[src/spi_err_regs.vh]
// Constants for the serial port error, flag and low-power logic
`ifndef SPI_ERR_REGS_VH
`define SPI_ERR_REGS_VH

`define SPI_BYTE_BITS       8
`define SPI_EDGES_PER_BYTE  4'hF
`define SPI_LAST_BIT        3'h7
`define SPI_HALF_W          7

`define SPI_BAUD_DIV4       3'h4
`define SPI_BAUD_DIV8       3'h0
`define SPI_BAUD_DIV16      3'h1
`define SPI_BAUD_DIV32      3'h6
`define SPI_BAUD_DIV64      3'h2
`define SPI_BAUD_DIV128     3'h3

`define SPI_HALF_DIV4       7'h02
`define SPI_HALF_DIV8       7'h04
`define SPI_HALF_DIV16      7'h08
`define SPI_HALF_DIV32      7'h10
`define SPI_HALF_DIV64      7'h20
`define SPI_HALF_DIV128     7'h40

`define SPI_RST_CTRL        1'h0
`define SPI_RST_BAUD        3'h0
`define SPI_RST_DATA        8'h00
`define SPI_SYNC_RST        1'h1

`endif

[src/spi_err_core.v]
// Serial port core: clock modes, error flags, interrupt and wake-up logic
// Notes on behaviour
// - Polarity and phase pick the capture edge
// - Master with select low is a fault
// - Fault sets flag, interrupt if enabled
// - Fault clears port enable and master
// - Fault cleared by status read, control write
// - Enable and master refused while fault set
// - Overrun when byte ends with done set
// - Overrun sets flag, interrupt if enabled
// - Buffer keeps first byte, later bytes dropped
// - Status read clears overrun flag
// - Data write mid-transfer ignored, collision flagged unless done is pending unacknowledged
// - Collision flag never raises an interrupt
// - Receive buffer read synchronously, never collides
// - Wait mode unaffected, events wake from wait
// - Halt freezes registers, overrun if several bytes
// - Slave transfer-done wakes from halt
// - Halt wake needs select low at entry
// - Only transfer-done exits halt, shared enable
// - One interrupt, needs enable and unmasked CPU
// - Done cleared by status access, data access
`include "spi_err_regs.vh"

module spi_err_core (
  input  wire       i_ref_clk,
  input  wire       i_rst_n,
  input  wire       i_cr_wr,
  input  wire       i_cr_int_en,
  input  wire       i_cr_port_en,
  input  wire       i_cr_master,
  input  wire       i_cr_clock_polarity_bit,
  input  wire       i_cr_clock_phase_bit,
  input  wire [2:0] i_cr_baud,
  input  wire       i_csr_rd,
  input  wire       i_csr_wr,
  input  wire       i_csr_ssm,
  input  wire       i_csr_ssi,
  input  wire       i_dr_rd,
  input  wire       i_dr_wr,
  input  wire [7:0] i_dr_wdata,
  input  wire       i_int_mask,
  input  wire       i_wait,
  input  wire       i_halt,
  input  wire       i_sck,
  input  wire       i_mosi,
  input  wire       i_miso,
  input  wire       i_ss_n,
  output wire       o_sck,
  output wire       o_sck_oe,
  output wire       o_mosi,
  output wire       o_mosi_oe,
  output wire       o_miso,
  output wire       o_miso_oe,
  output wire       o_int_en,
  output wire       o_port_en,
  output wire       o_master,
  output wire       o_clock_polarity_bit,
  output wire       o_clock_phase_bit,
  output wire [2:0] o_baud,
  output wire       o_ssm,
  output wire       o_ssi,
  output wire       o_transfer_done,
  output wire       o_write_collision,
  output wire       o_overrun,
  output wire       o_mode_fault,
  output wire [7:0] o_rx_data,
  output wire       o_busy,
  output wire       o_irq,
  output wire       o_wait_wake,
  output wire       o_halt_wake
);

  localparam [1:0] ST_IDLE = 2'b01;
  localparam [1:0] ST_RUN  = 2'b10;

  wire [3:0] pin_s;
  wire       sck_s  = pin_s[0];
  wire       mosi_s = pin_s[1];
  wire       miso_s = pin_s[2];
  wire       ss_n_s = pin_s[3];

  spi_pin_sync #(
    .WIDTH (4)
  ) u_sync (
    .i_ref_clk (i_ref_clk),
    .i_rst_n   (i_rst_n),
    .i_async   ({i_ss_n, i_miso, i_mosi, i_sck}),
    .o_sync    (pin_s)
  );

  reg       int_en_reg;
  reg       port_en_reg;
  reg       master_reg;
  reg       clock_polarity_bit_reg;
  reg       clock_phase_bit_reg;
  reg [2:0] baud_reg;
  reg       ssm_reg;
  reg       ssi_reg;
  reg       tdone_reg;
  reg       tdone_arm_reg;
  reg       write_collision_flag_reg;
  reg       write_collision_flag_arm_reg;
  reg       ovr_reg;
  reg       mode_fault_flag_reg;
  reg       mode_fault_flag_arm_reg;
  reg [7:0] rx_reg;
  reg [7:0] sh_reg;
  reg       tx_bit_reg;
  reg [1:0] mst_state_reg;
  reg [6:0] div_reg;
  reg [3:0] edge_cnt_reg;
  reg       sck_reg;
  reg       sck_d_reg;
  reg [2:0] slv_cnt_reg;
  reg       halt_d_reg;
  reg       halt_ss_low_reg;

  // Software strobes only count while the CPU runs
  wire sw_on    = ~i_halt;
  wire csr_rd   = i_csr_rd & sw_on;
  wire csr_acc  = (i_csr_rd | i_csr_wr) & sw_on;
  wire cr_wr    = i_cr_wr & sw_on;
  wire csr_wr   = i_csr_wr & sw_on;
  wire dr_acc   = (i_dr_rd | i_dr_wr) & sw_on;

  wire ss_eff   = ssm_reg ? ssi_reg : ss_n_s;
  wire mst_run  = mst_state_reg == ST_RUN;

  wire mode_fault_flag_set = master_reg & ~ss_eff;
  wire mode_fault_flag_clr = mode_fault_flag_arm_reg & cr_wr;
  wire ctl_ok   = ~mode_fault_flag_reg | mode_fault_flag_clr;

  // Slave listens in halt only when selected at halt entry
  wire slv_act  = port_en_reg & ~master_reg & ~ss_eff & (sw_on | halt_ss_low_reg);

  reg [6:0] half_cnt;
  always @*
  begin
    case (baud_reg)
      `SPI_BAUD_DIV4:   half_cnt = `SPI_HALF_DIV4;
      `SPI_BAUD_DIV8:   half_cnt = `SPI_HALF_DIV8;
      `SPI_BAUD_DIV16:  half_cnt = `SPI_HALF_DIV16;
      `SPI_BAUD_DIV32:  half_cnt = `SPI_HALF_DIV32;
      `SPI_BAUD_DIV64:  half_cnt = `SPI_HALF_DIV64;
      `SPI_BAUD_DIV128: half_cnt = `SPI_HALF_DIV128;
      default:          half_cnt = `SPI_HALF_DIV128;
    endcase
  end

  wire m_edge   = mst_run & (div_reg == half_cnt - 7'h01);
  wire m_lead   = ~edge_cnt_reg[0];
  wire s_edge   = slv_act & (sck_s != sck_d_reg);
  wire s_lead   = sck_d_reg == clock_polarity_bit_reg;
  wire edge_ev  = mst_run ? m_edge : s_edge;
  wire lead     = mst_run ? m_lead : s_lead;
  wire cap_ev   = edge_ev & (lead ^ clock_phase_bit_reg);
  wire lau_ev   = edge_ev & ~(lead ^ clock_phase_bit_reg);
  wire cap_bit  = mst_run ? miso_s : mosi_s;

  wire m_done   = m_edge & (edge_cnt_reg == `SPI_EDGES_PER_BYTE);
  wire s_done   = s_edge & cap_ev & (slv_cnt_reg == `SPI_LAST_BIT);
  wire complete = m_done | s_done;
  wire [7:0] done_byte = cap_ev ? {sh_reg[6:0], cap_bit} : sh_reg;

  wire busy     = mst_run | (slv_cnt_reg != 3'h0);
  wire tdone_clr = tdone_arm_reg & dr_acc;
  wire tdone_hold = tdone_reg & ~tdone_clr;
  wire ovr_set  = complete & tdone_hold;

  // Data writes are held off while done is pending and unacknowledged
  wire dr_wr_ok = i_dr_wr & sw_on & ~(tdone_reg & ~tdone_arm_reg);
  wire dr_load  = dr_wr_ok & ~busy;
  wire write_collision_flag_set = dr_wr_ok & busy;
  wire write_collision_flag_clr = write_collision_flag_arm_reg & dr_acc;

  // Control bits; a fault overrides the same-cycle write of enable and master
  always @(posedge i_ref_clk or negedge i_rst_n)
  begin
    if (!i_rst_n)
    begin
      int_en_reg  <= `SPI_RST_CTRL;
      port_en_reg <= `SPI_RST_CTRL;
      master_reg  <= `SPI_RST_CTRL;
      clock_polarity_bit_reg    <= `SPI_RST_CTRL;
      clock_phase_bit_reg    <= `SPI_RST_CTRL;
      baud_reg    <= `SPI_RST_BAUD;
      ssm_reg     <= `SPI_RST_CTRL;
      ssi_reg     <= `SPI_RST_CTRL;
    end
    else
    begin
      if (cr_wr)
      begin
        int_en_reg <= i_cr_int_en;
        clock_polarity_bit_reg   <= i_cr_clock_polarity_bit;
        clock_phase_bit_reg   <= i_cr_clock_phase_bit;
        baud_reg   <= i_cr_baud;
      end
      if (mode_fault_flag_set)
      begin
        port_en_reg <= 1'b0;
        master_reg  <= 1'b0;
      end
      else if (cr_wr)
      begin
        port_en_reg <= i_cr_port_en & ctl_ok;
        master_reg  <= i_cr_master & ctl_ok;
      end
      if (csr_wr)
      begin
        ssm_reg <= i_csr_ssm;
        ssi_reg <= i_csr_ssi;
      end
    end
  end

  // Status flags: a hardware set always beats a same-cycle clear
  always @(posedge i_ref_clk or negedge i_rst_n)
  begin
    if (!i_rst_n)
    begin
      tdone_reg     <= `SPI_RST_CTRL;
      tdone_arm_reg <= `SPI_RST_CTRL;
      write_collision_flag_reg      <= `SPI_RST_CTRL;
      write_collision_flag_arm_reg  <= `SPI_RST_CTRL;
      ovr_reg       <= `SPI_RST_CTRL;
      mode_fault_flag_reg      <= `SPI_RST_CTRL;
      mode_fault_flag_arm_reg  <= `SPI_RST_CTRL;
      rx_reg        <= `SPI_RST_DATA;
    end
    else
    begin
      tdone_reg     <= complete | tdone_hold;
      tdone_arm_reg <= ~complete & tdone_hold & (tdone_arm_reg | csr_acc);
      write_collision_flag_reg      <= write_collision_flag_set | (write_collision_flag_reg & ~write_collision_flag_clr);
      write_collision_flag_arm_reg  <= ~write_collision_flag_set & write_collision_flag_reg & ~write_collision_flag_clr & (write_collision_flag_arm_reg | csr_rd);
      ovr_reg       <= ovr_set | (ovr_reg & ~csr_rd);
      mode_fault_flag_reg      <= mode_fault_flag_set | (mode_fault_flag_reg & ~mode_fault_flag_clr);
      mode_fault_flag_arm_reg  <= ~mode_fault_flag_set & mode_fault_flag_reg & ~mode_fault_flag_clr & (mode_fault_flag_arm_reg | csr_rd);
      // Only a byte landing with done clear reaches the buffer
      if (complete & ~tdone_hold)
      begin
        rx_reg <= done_byte;
      end
    end
  end

  // Shift engine shared by master and slave
  always @(posedge i_ref_clk or negedge i_rst_n)
  begin
    if (!i_rst_n)
    begin
      sh_reg      <= `SPI_RST_DATA;
      tx_bit_reg  <= `SPI_RST_CTRL;
      slv_cnt_reg <= 3'h0;
      sck_d_reg   <= `SPI_SYNC_RST;
    end
    else
    begin
      sck_d_reg <= sck_s;
      if (dr_load)
      begin
        sh_reg     <= i_dr_wdata;
        tx_bit_reg <= i_dr_wdata[7];
      end
      else
      begin
        if (cap_ev)
        begin
          sh_reg <= {sh_reg[6:0], cap_bit};
        end
        if (lau_ev)
        begin
          tx_bit_reg <= sh_reg[7];
        end
        else if (s_done)
        begin
          tx_bit_reg <= sh_reg[6];
        end
      end
      if (!slv_act)
      begin
        slv_cnt_reg <= 3'h0;
      end
      else if (s_edge & cap_ev)
      begin
        slv_cnt_reg <= slv_cnt_reg + 3'h1;
      end
    end
  end

  // Master clock generator; stalls in halt and stops on a fault
  always @(posedge i_ref_clk or negedge i_rst_n)
  begin
    if (!i_rst_n)
    begin
      mst_state_reg <= ST_IDLE;
      div_reg       <= 7'h00;
      edge_cnt_reg  <= 4'h0;
      sck_reg       <= `SPI_RST_CTRL;
    end
    else
    begin
      case (mst_state_reg)
        ST_IDLE:
        begin
          sck_reg      <= clock_polarity_bit_reg;
          div_reg      <= 7'h00;
          edge_cnt_reg <= 4'h0;
          if (dr_load & master_reg & port_en_reg & ~mode_fault_flag_set)
          begin
            mst_state_reg <= ST_RUN;
          end
        end
        ST_RUN:
        begin
          if (mode_fault_flag_set | ~port_en_reg)
          begin
            mst_state_reg <= ST_IDLE;
          end
          else if (sw_on)
          begin
            if (m_edge)
            begin
              div_reg      <= 7'h00;
              sck_reg      <= ~sck_reg;
              edge_cnt_reg <= edge_cnt_reg + 4'h1;
              if (m_done)
              begin
                mst_state_reg <= ST_IDLE;
              end
            end
            else
            begin
              div_reg <= div_reg + 7'h01;
            end
          end
        end
        default:
        begin
          mst_state_reg <= ST_IDLE;
        end
      endcase
    end
  end

  // Select level seen as halt begins decides halt wake-up
  always @(posedge i_ref_clk or negedge i_rst_n)
  begin
    if (!i_rst_n)
    begin
      halt_d_reg      <= `SPI_RST_CTRL;
      halt_ss_low_reg <= `SPI_RST_CTRL;
    end
    else
    begin
      halt_d_reg <= i_halt;
      if (i_halt & ~halt_d_reg)
      begin
        halt_ss_low_reg <= ~ss_eff;
      end
    end
  end

  // Collision flag deliberately left out of every request
  wire any_ev = tdone_reg
                | ovr_reg
                | mode_fault_flag_reg;

  assign o_irq       = int_en_reg & ~i_int_mask & any_ev;
  assign o_wait_wake = i_wait & int_en_reg & any_ev;
  assign o_halt_wake = i_halt & int_en_reg & tdone_reg & ~master_reg
                       & halt_ss_low_reg;

  assign o_sck       = sck_reg;
  assign o_sck_oe    = port_en_reg & master_reg;
  assign o_mosi      = tx_bit_reg;
  assign o_mosi_oe   = port_en_reg & master_reg;
  assign o_miso      = tx_bit_reg;
  assign o_miso_oe   = port_en_reg & ~master_reg & ~ss_eff;

  assign o_int_en          = int_en_reg;
  assign o_port_en         = port_en_reg;
  assign o_master          = master_reg;
  assign o_clock_polarity_bit            = clock_polarity_bit_reg;
  assign o_clock_phase_bit            = clock_phase_bit_reg;
  assign o_baud            = baud_reg;
  assign o_ssm             = ssm_reg;
  assign o_ssi             = ssi_reg;
  assign o_transfer_done   = tdone_reg;
  assign o_write_collision = write_collision_flag_reg;
  assign o_overrun         = ovr_reg;
  assign o_mode_fault      = mode_fault_flag_reg;
  assign o_rx_data         = rx_reg;
  assign o_busy            = busy;

endmodule // spi_err_core

[src/spi_pin_sync.v]
// Two-flop synchroniser for the serial pins
module spi_pin_sync #(
  parameter WIDTH = 4
) (
  input  wire             i_ref_clk,
  input  wire             i_rst_n,
  input  wire [WIDTH-1:0] i_async,
  output wire [WIDTH-1:0] o_sync
);

  reg [WIDTH-1:0] meta_reg;
  reg [WIDTH-1:0] sync_reg;

  genvar g;
  generate
    for (g = 0; g < WIDTH; g = g + 1)
    begin : g_bit
      // Idle-high reset keeps select and clock lines inactive
      always @(posedge i_ref_clk or negedge i_rst_n)
      begin
        if (!i_rst_n)
        begin
          meta_reg[g] <= 1'b1;
          sync_reg[g] <= 1'b1;
        end
        else
        begin
          meta_reg[g] <= i_async[g];
          sync_reg[g] <= meta_reg[g];
        end
      end
    end
  endgenerate

  assign o_sync = sync_reg;

endmodule // spi_pin_sync

[config.mk]
export PLATFORM = sky130hd
export DESIGN_NAME = spi_err_core
export DESIGN_NICKNAME = d
export VERILOG_FILES = /design/src/spi_err_core.v /design/src/spi_pin_sync.v
export VERILOG_INCLUDE_DIRS = /design/src
export SDC_FILE = /design/constraint.sdc
export NUM_CORES = 1
export LEC_CHECK = 0
export CELL_PAD_IN_SITES_DETAIL_PLACEMENT = 0
export CELL_PAD_IN_SITES_GLOBAL_PLACEMENT = 2
export CORE_MARGIN = 10
export CORE_UTILIZATION = 25
export DETAILED_ROUTE_END_ITERATION = 8
export DONT_BUFFER_PORTS = 1
export PLACE_DENSITY = 0.59
export REMOVE_ABC_BUFFERS = 1
export SLEW_MARGIN = 20
export SYNTH_ARGS = -nofsm -noshare
export SYNTH_HDL_FRONTEND = slang
export SYNTH_SLANG_ARGS = --single-unit
[constraint.sdc]
create_clock -name i_ref_clk -period 3 [get_ports i_ref_clk]
set_input_delay 0.6 -clock i_ref_clk [delete_from_list [all_inputs] [get_ports i_ref_clk]]
set_output_delay 0.6 -clock i_ref_clk [all_outputs]
set_load 0.02 [all_outputs]
==> out/summary.md <==
### Timing
* 0 — final hold vios
* 86.0% — post-route clock period utilization
* 0 — number of pins with negative max-slew slack in the final report
* 0.388 GHz — upper clock frequency limit
* 0.763 ns — pin slew with the least headroom to its limit
* 0.420 ns — smallest setup slack after layout
* 2.58 ns — final period demand of the worst path
* no — unrepaired setup endpoints after global routing
* 0 — setup violators final
* 0 ns — final-layout setup total negative slack
* 0.0103 ns — post-route clock skew
* 49.1% — worst max-slew margin expressed relative to the limit

### Power
* 0.286 mV — Worst IR Drop VDD
* 679 nW/µm² — Power Dens Cells
* 0.00159 µW — leakage power figure

### Clocking
* 0.33 ns — source-to-sink clock delay at the later pin of the worst-skew pair
* built — TritonCTS clock tree
* 0 — post-CTS setup buffers
* 0 — Resize count post-CTS
* 0.06 ns — CTS clock-pin slew for the worst setup and hold paths
* sky130_fd_sc_hd__clkbuf_16 — root buf cell
* 9 — number of buffers inserted during clock tree synthesis
* 3 — H-tree levels
* 62 — total clock sinks
* 2 — maximum number of buffers from clock root to sink

### Worst setup path
* reg -> reg — classification of the worst setup path
* sh_reg[2] — worst r2r dst
* register — nature of the critical path startpoint
* simple AND/OR/NAND/NOR gates — largest delay contributor family on the critical path
* 0.50 ns — longest individual stage delay on the worst path
* register — Setup crit end kind
* 0.42 ns — Reg2Reg Setup Slack
* 7 — depth of the most critical reg-to-reg path
* 7 — top fanout value on the critical path
* 2.76 ns — WP data arrival
* 1 — CP bufs+invs
* mux2_4 > nor4_4 > nor2_1 > nor4_4 > buf_4 > mux2i_1 > a21oi_1 — Cell Chain, Critical Path
* o_ssm — launch point of the worst reg-to-reg path
* 3.18 ns — Worst EP required
* sky130_fd_sc_hd__nor4_4 — Most common cell on crit path
* sky130_fd_sc_hd__dfrtp_1 — Worst path slowest cell

### Synth
* 0 — number of synthesis warnings
* sky130_fd_sc_hd__dfrtp_1 — most instantiated flip-flop cell in the synthesis netlist
* 0 — count of flip-flops with a built-in enable after synthesis
* 10.8 µm² — average cell area after synthesis
* sky130_fd_sc_hd__dfrtp_1 — library cell occupying the most area in the post-synthesis netlist
* 100% — share of synthesized registers carrying an async set or reset
* 3030 µm² — Netlist Area Pre-Place
* sky130_fd_sc_hd__dfrtp_1 — most common cell in the netlist
* 280 — cell count after synthesis
* sky130_fd_sc_hd__dfrtp_1 (52), sky130_fd_sc_hd__nand2_1 (27), sky130_fd_sc_hd__nor2_1 (24) — commonest cells in the synthesized netlist
* 62 — flip-flop and latch count after synthesis
* 42.9% — area share of the largest cell type after synthesis
* 49 — Distinct cells, synth
* 51.6% — fraction of the yosys area taken by sequential cells
* sky130_fd_sc_hd__dfrtp_1 (43%), sky130_fd_sc_hd__dfstp_2 (8.7%), sky130_fd_sc_hd__mux2i_1 (5.9%), sky130_fd_sc_hd__mux2_2 (3.3%), sky130_fd_sc_hd__nand2_1 (3.3%) — cell types occupying the most area after synthesis

### Die
* 130 µm — die boundary width
* 40 — Std-Cell Rows
* 64 — number of primary I/O pins
* 12,000 µm² — Std-Cell Core Area
* 16,900 µm² — area of the die
* 25.4% — starting density of the core
* 130 µm — die boundary height

### Detailed routing
* 4 — number of optimization iterations in the first detailed-route pass
* 7780 µm — post-detailed-routing wire length
* 0 — number of nets with antenna violations after routing
* 17.5 µm — Wirelength per Cell
* 0 — Remaining DRCs
* 2,104 — total vias in the final route
* 4.74 — Via density
* 74 — Detailed Route Iter0 Violations

### Placed design
* 0.767 — routability cong.
* 0 — port buffer count
* 5640 µm — dpl hpwl
* 0.381 ns — DP Worst Slack
* 3240 µm² — area of placed instances
* 427 — placed instance count

### Layout
* 3590 µm² — design area
* 329 — number of nets in the final layout
* 19.5% — share of post-route cells with drive strength above 1
* 444 — fin cells
* 18.3% — area added between synthesis and finish
* 0 — diodes inserted

### Job
* 0 — Maximum Capacitance Violations

### Global route
* 0 — total global routing overflow
* 2,355 — number of global-route vias before repair
* 53 — maximum number of pins on one net before global-route repair
* 9.76% — aggregate global-route resource usage
* 12,700 µm — wire length of the first global-routing pass
* 0 — initial antenna violation count

### Outcome
* finished clean — result of the run

### Min path
* in -> async — worst min-delay path class

-- worst max-delay path by stage --
stage | start | end | slack (ns) | cells after the start
final | o_ssm | sh_reg[2] | 0.42 | 7
after global routing | o_baud[1] | div_reg[0] | 0.19 | 6
after CTS | o_ssm | sh_reg[1] | 0.38 | 7
after detailed placement | o_ssm | sh_reg[1] | 0.38 | 7
after global placement | o_ssm | sh_reg[1] | 0.39 | 7
after floorplan | o_ssm | sh_reg[0] | 0.39 | 6
-- cell families after synthesis --
| group | after synthesis | synth area share (%) |
|---|---|---|
| flip-flops | 62 | 51.6 |
| AND/OR/NAND/NOR | 101 | 17.8 |
| multiplexers | 31 | 11.1 |
| buffers and inverters | 26 | 3.55 |
| AO/OA/AOI/OAI | 47 | 11.6 |
| XOR/XNOR | 8 | 2.31 |
| adder cells (fa/ha/maj) | 5 | 2.06 |
-- per-layer routing --
metal | track usage [%] | wire length (µm) | vias to the layer above
met5 | 0 | 0 | -
li1 | - | - | 1004
met1 | 11.5 | 3330 | 1040
met3 | 3.77 | 593 | 8
met4 | 3.77 | 108 | 0
met2 | 15.7 | 3750 | 52
-- layout make-up --
class | count | area (µm²)
fillers | 1229 | 8370
clock inverters | 7 | 97.6
flip-flops and latches | 62 | 1560
well taps | 147 | 184
multi-input cells | 192 | 1360
clock buffers | 9 | 225
inverters | 18 | 67.6
repair buffers | 9 | 87.6
-- layout by cell type (no fill, tap or decap), types with 2 or more instances in the layout --
master                        n
sky130_fd_sc_hd__nand3_1      2
sky130_fd_sc_hd__o22ai_1      3
sky130_fd_sc_hd__mux2_4       3
sky130_fd_sc_hd__nand2_1     27
sky130_fd_sc_hd__inv_1       18
sky130_fd_sc_hd__nor2b_1     11
sky130_fd_sc_hd__mux2_2       9
sky130_fd_sc_hd__o31ai_1      2
sky130_fd_sc_hd__nor4b_1      3
sky130_fd_sc_hd__nor3_1       6
sky130_fd_sc_hd__nand2b_1     6
sky130_fd_sc_hd__dfrtp_1     52
sky130_fd_sc_hd__mux2i_1     18
sky130_fd_sc_hd__nor2_1      24
sky130_fd_sc_hd__o21ba_2      2
sky130_fd_sc_hd__dfstp_2     10
sky130_fd_sc_hd__o21ai_0     10
sky130_fd_sc_hd__xor2_1       2
sky130_fd_sc_hd__xnor2_1      6
sky130_fd_sc_hd__nand4_1      3
sky130_fd_sc_hd__buf_4        8
sky130_fd_sc_hd__and3_1       8
sky130_fd_sc_hd__a22o_1       5
sky130_fd_sc_hd__or2_2        2
sky130_fd_sc_hd__clkinvlp_4   2
sky130_fd_sc_hd__bufinv_16    2
sky130_fd_sc_hd__a21oi_1     12
sky130_fd_sc_hd__nor3b_1      2
sky130_fd_sc_hd__ha_1         5
sky130_fd_sc_hd__nor4_4       2
sky130_fd_sc_hd__clkbuf_16    9
-- timing repair --
action / 4_1_cts / 5_1_grt
setup endpoints to repair: 0 / 0
endpoints found under the hold margin: 52 / 0
hold buffers: 1 / 0
-- metrics by stage --
stage / util (%) / total power, µW / hold slack (ns)
after detailed placement: 27.1 / 1320 / 0.308
after floorplan: - / 1240 / 0.304
final: 30.0 / 2440 / 0.120
after global routing: 30.0 / 2560 / 0.0979
after CTS: 30.0 / 2480 / 0.103
after global placement: 27.1 / 1320 / 0.308
-- power by group --
| part | switching, µW | internal [µW] | leakage, µW |
|---|---|---|---|
| clock network | 394 | 729 | 0.000152 |
| logic | 163 | 113 | 0.000665 |
| registers | 122 | 916 | 0.000776 |
| total | 679 | 1760 | 0.00159 |
Power figures use the tool's default switching activity.
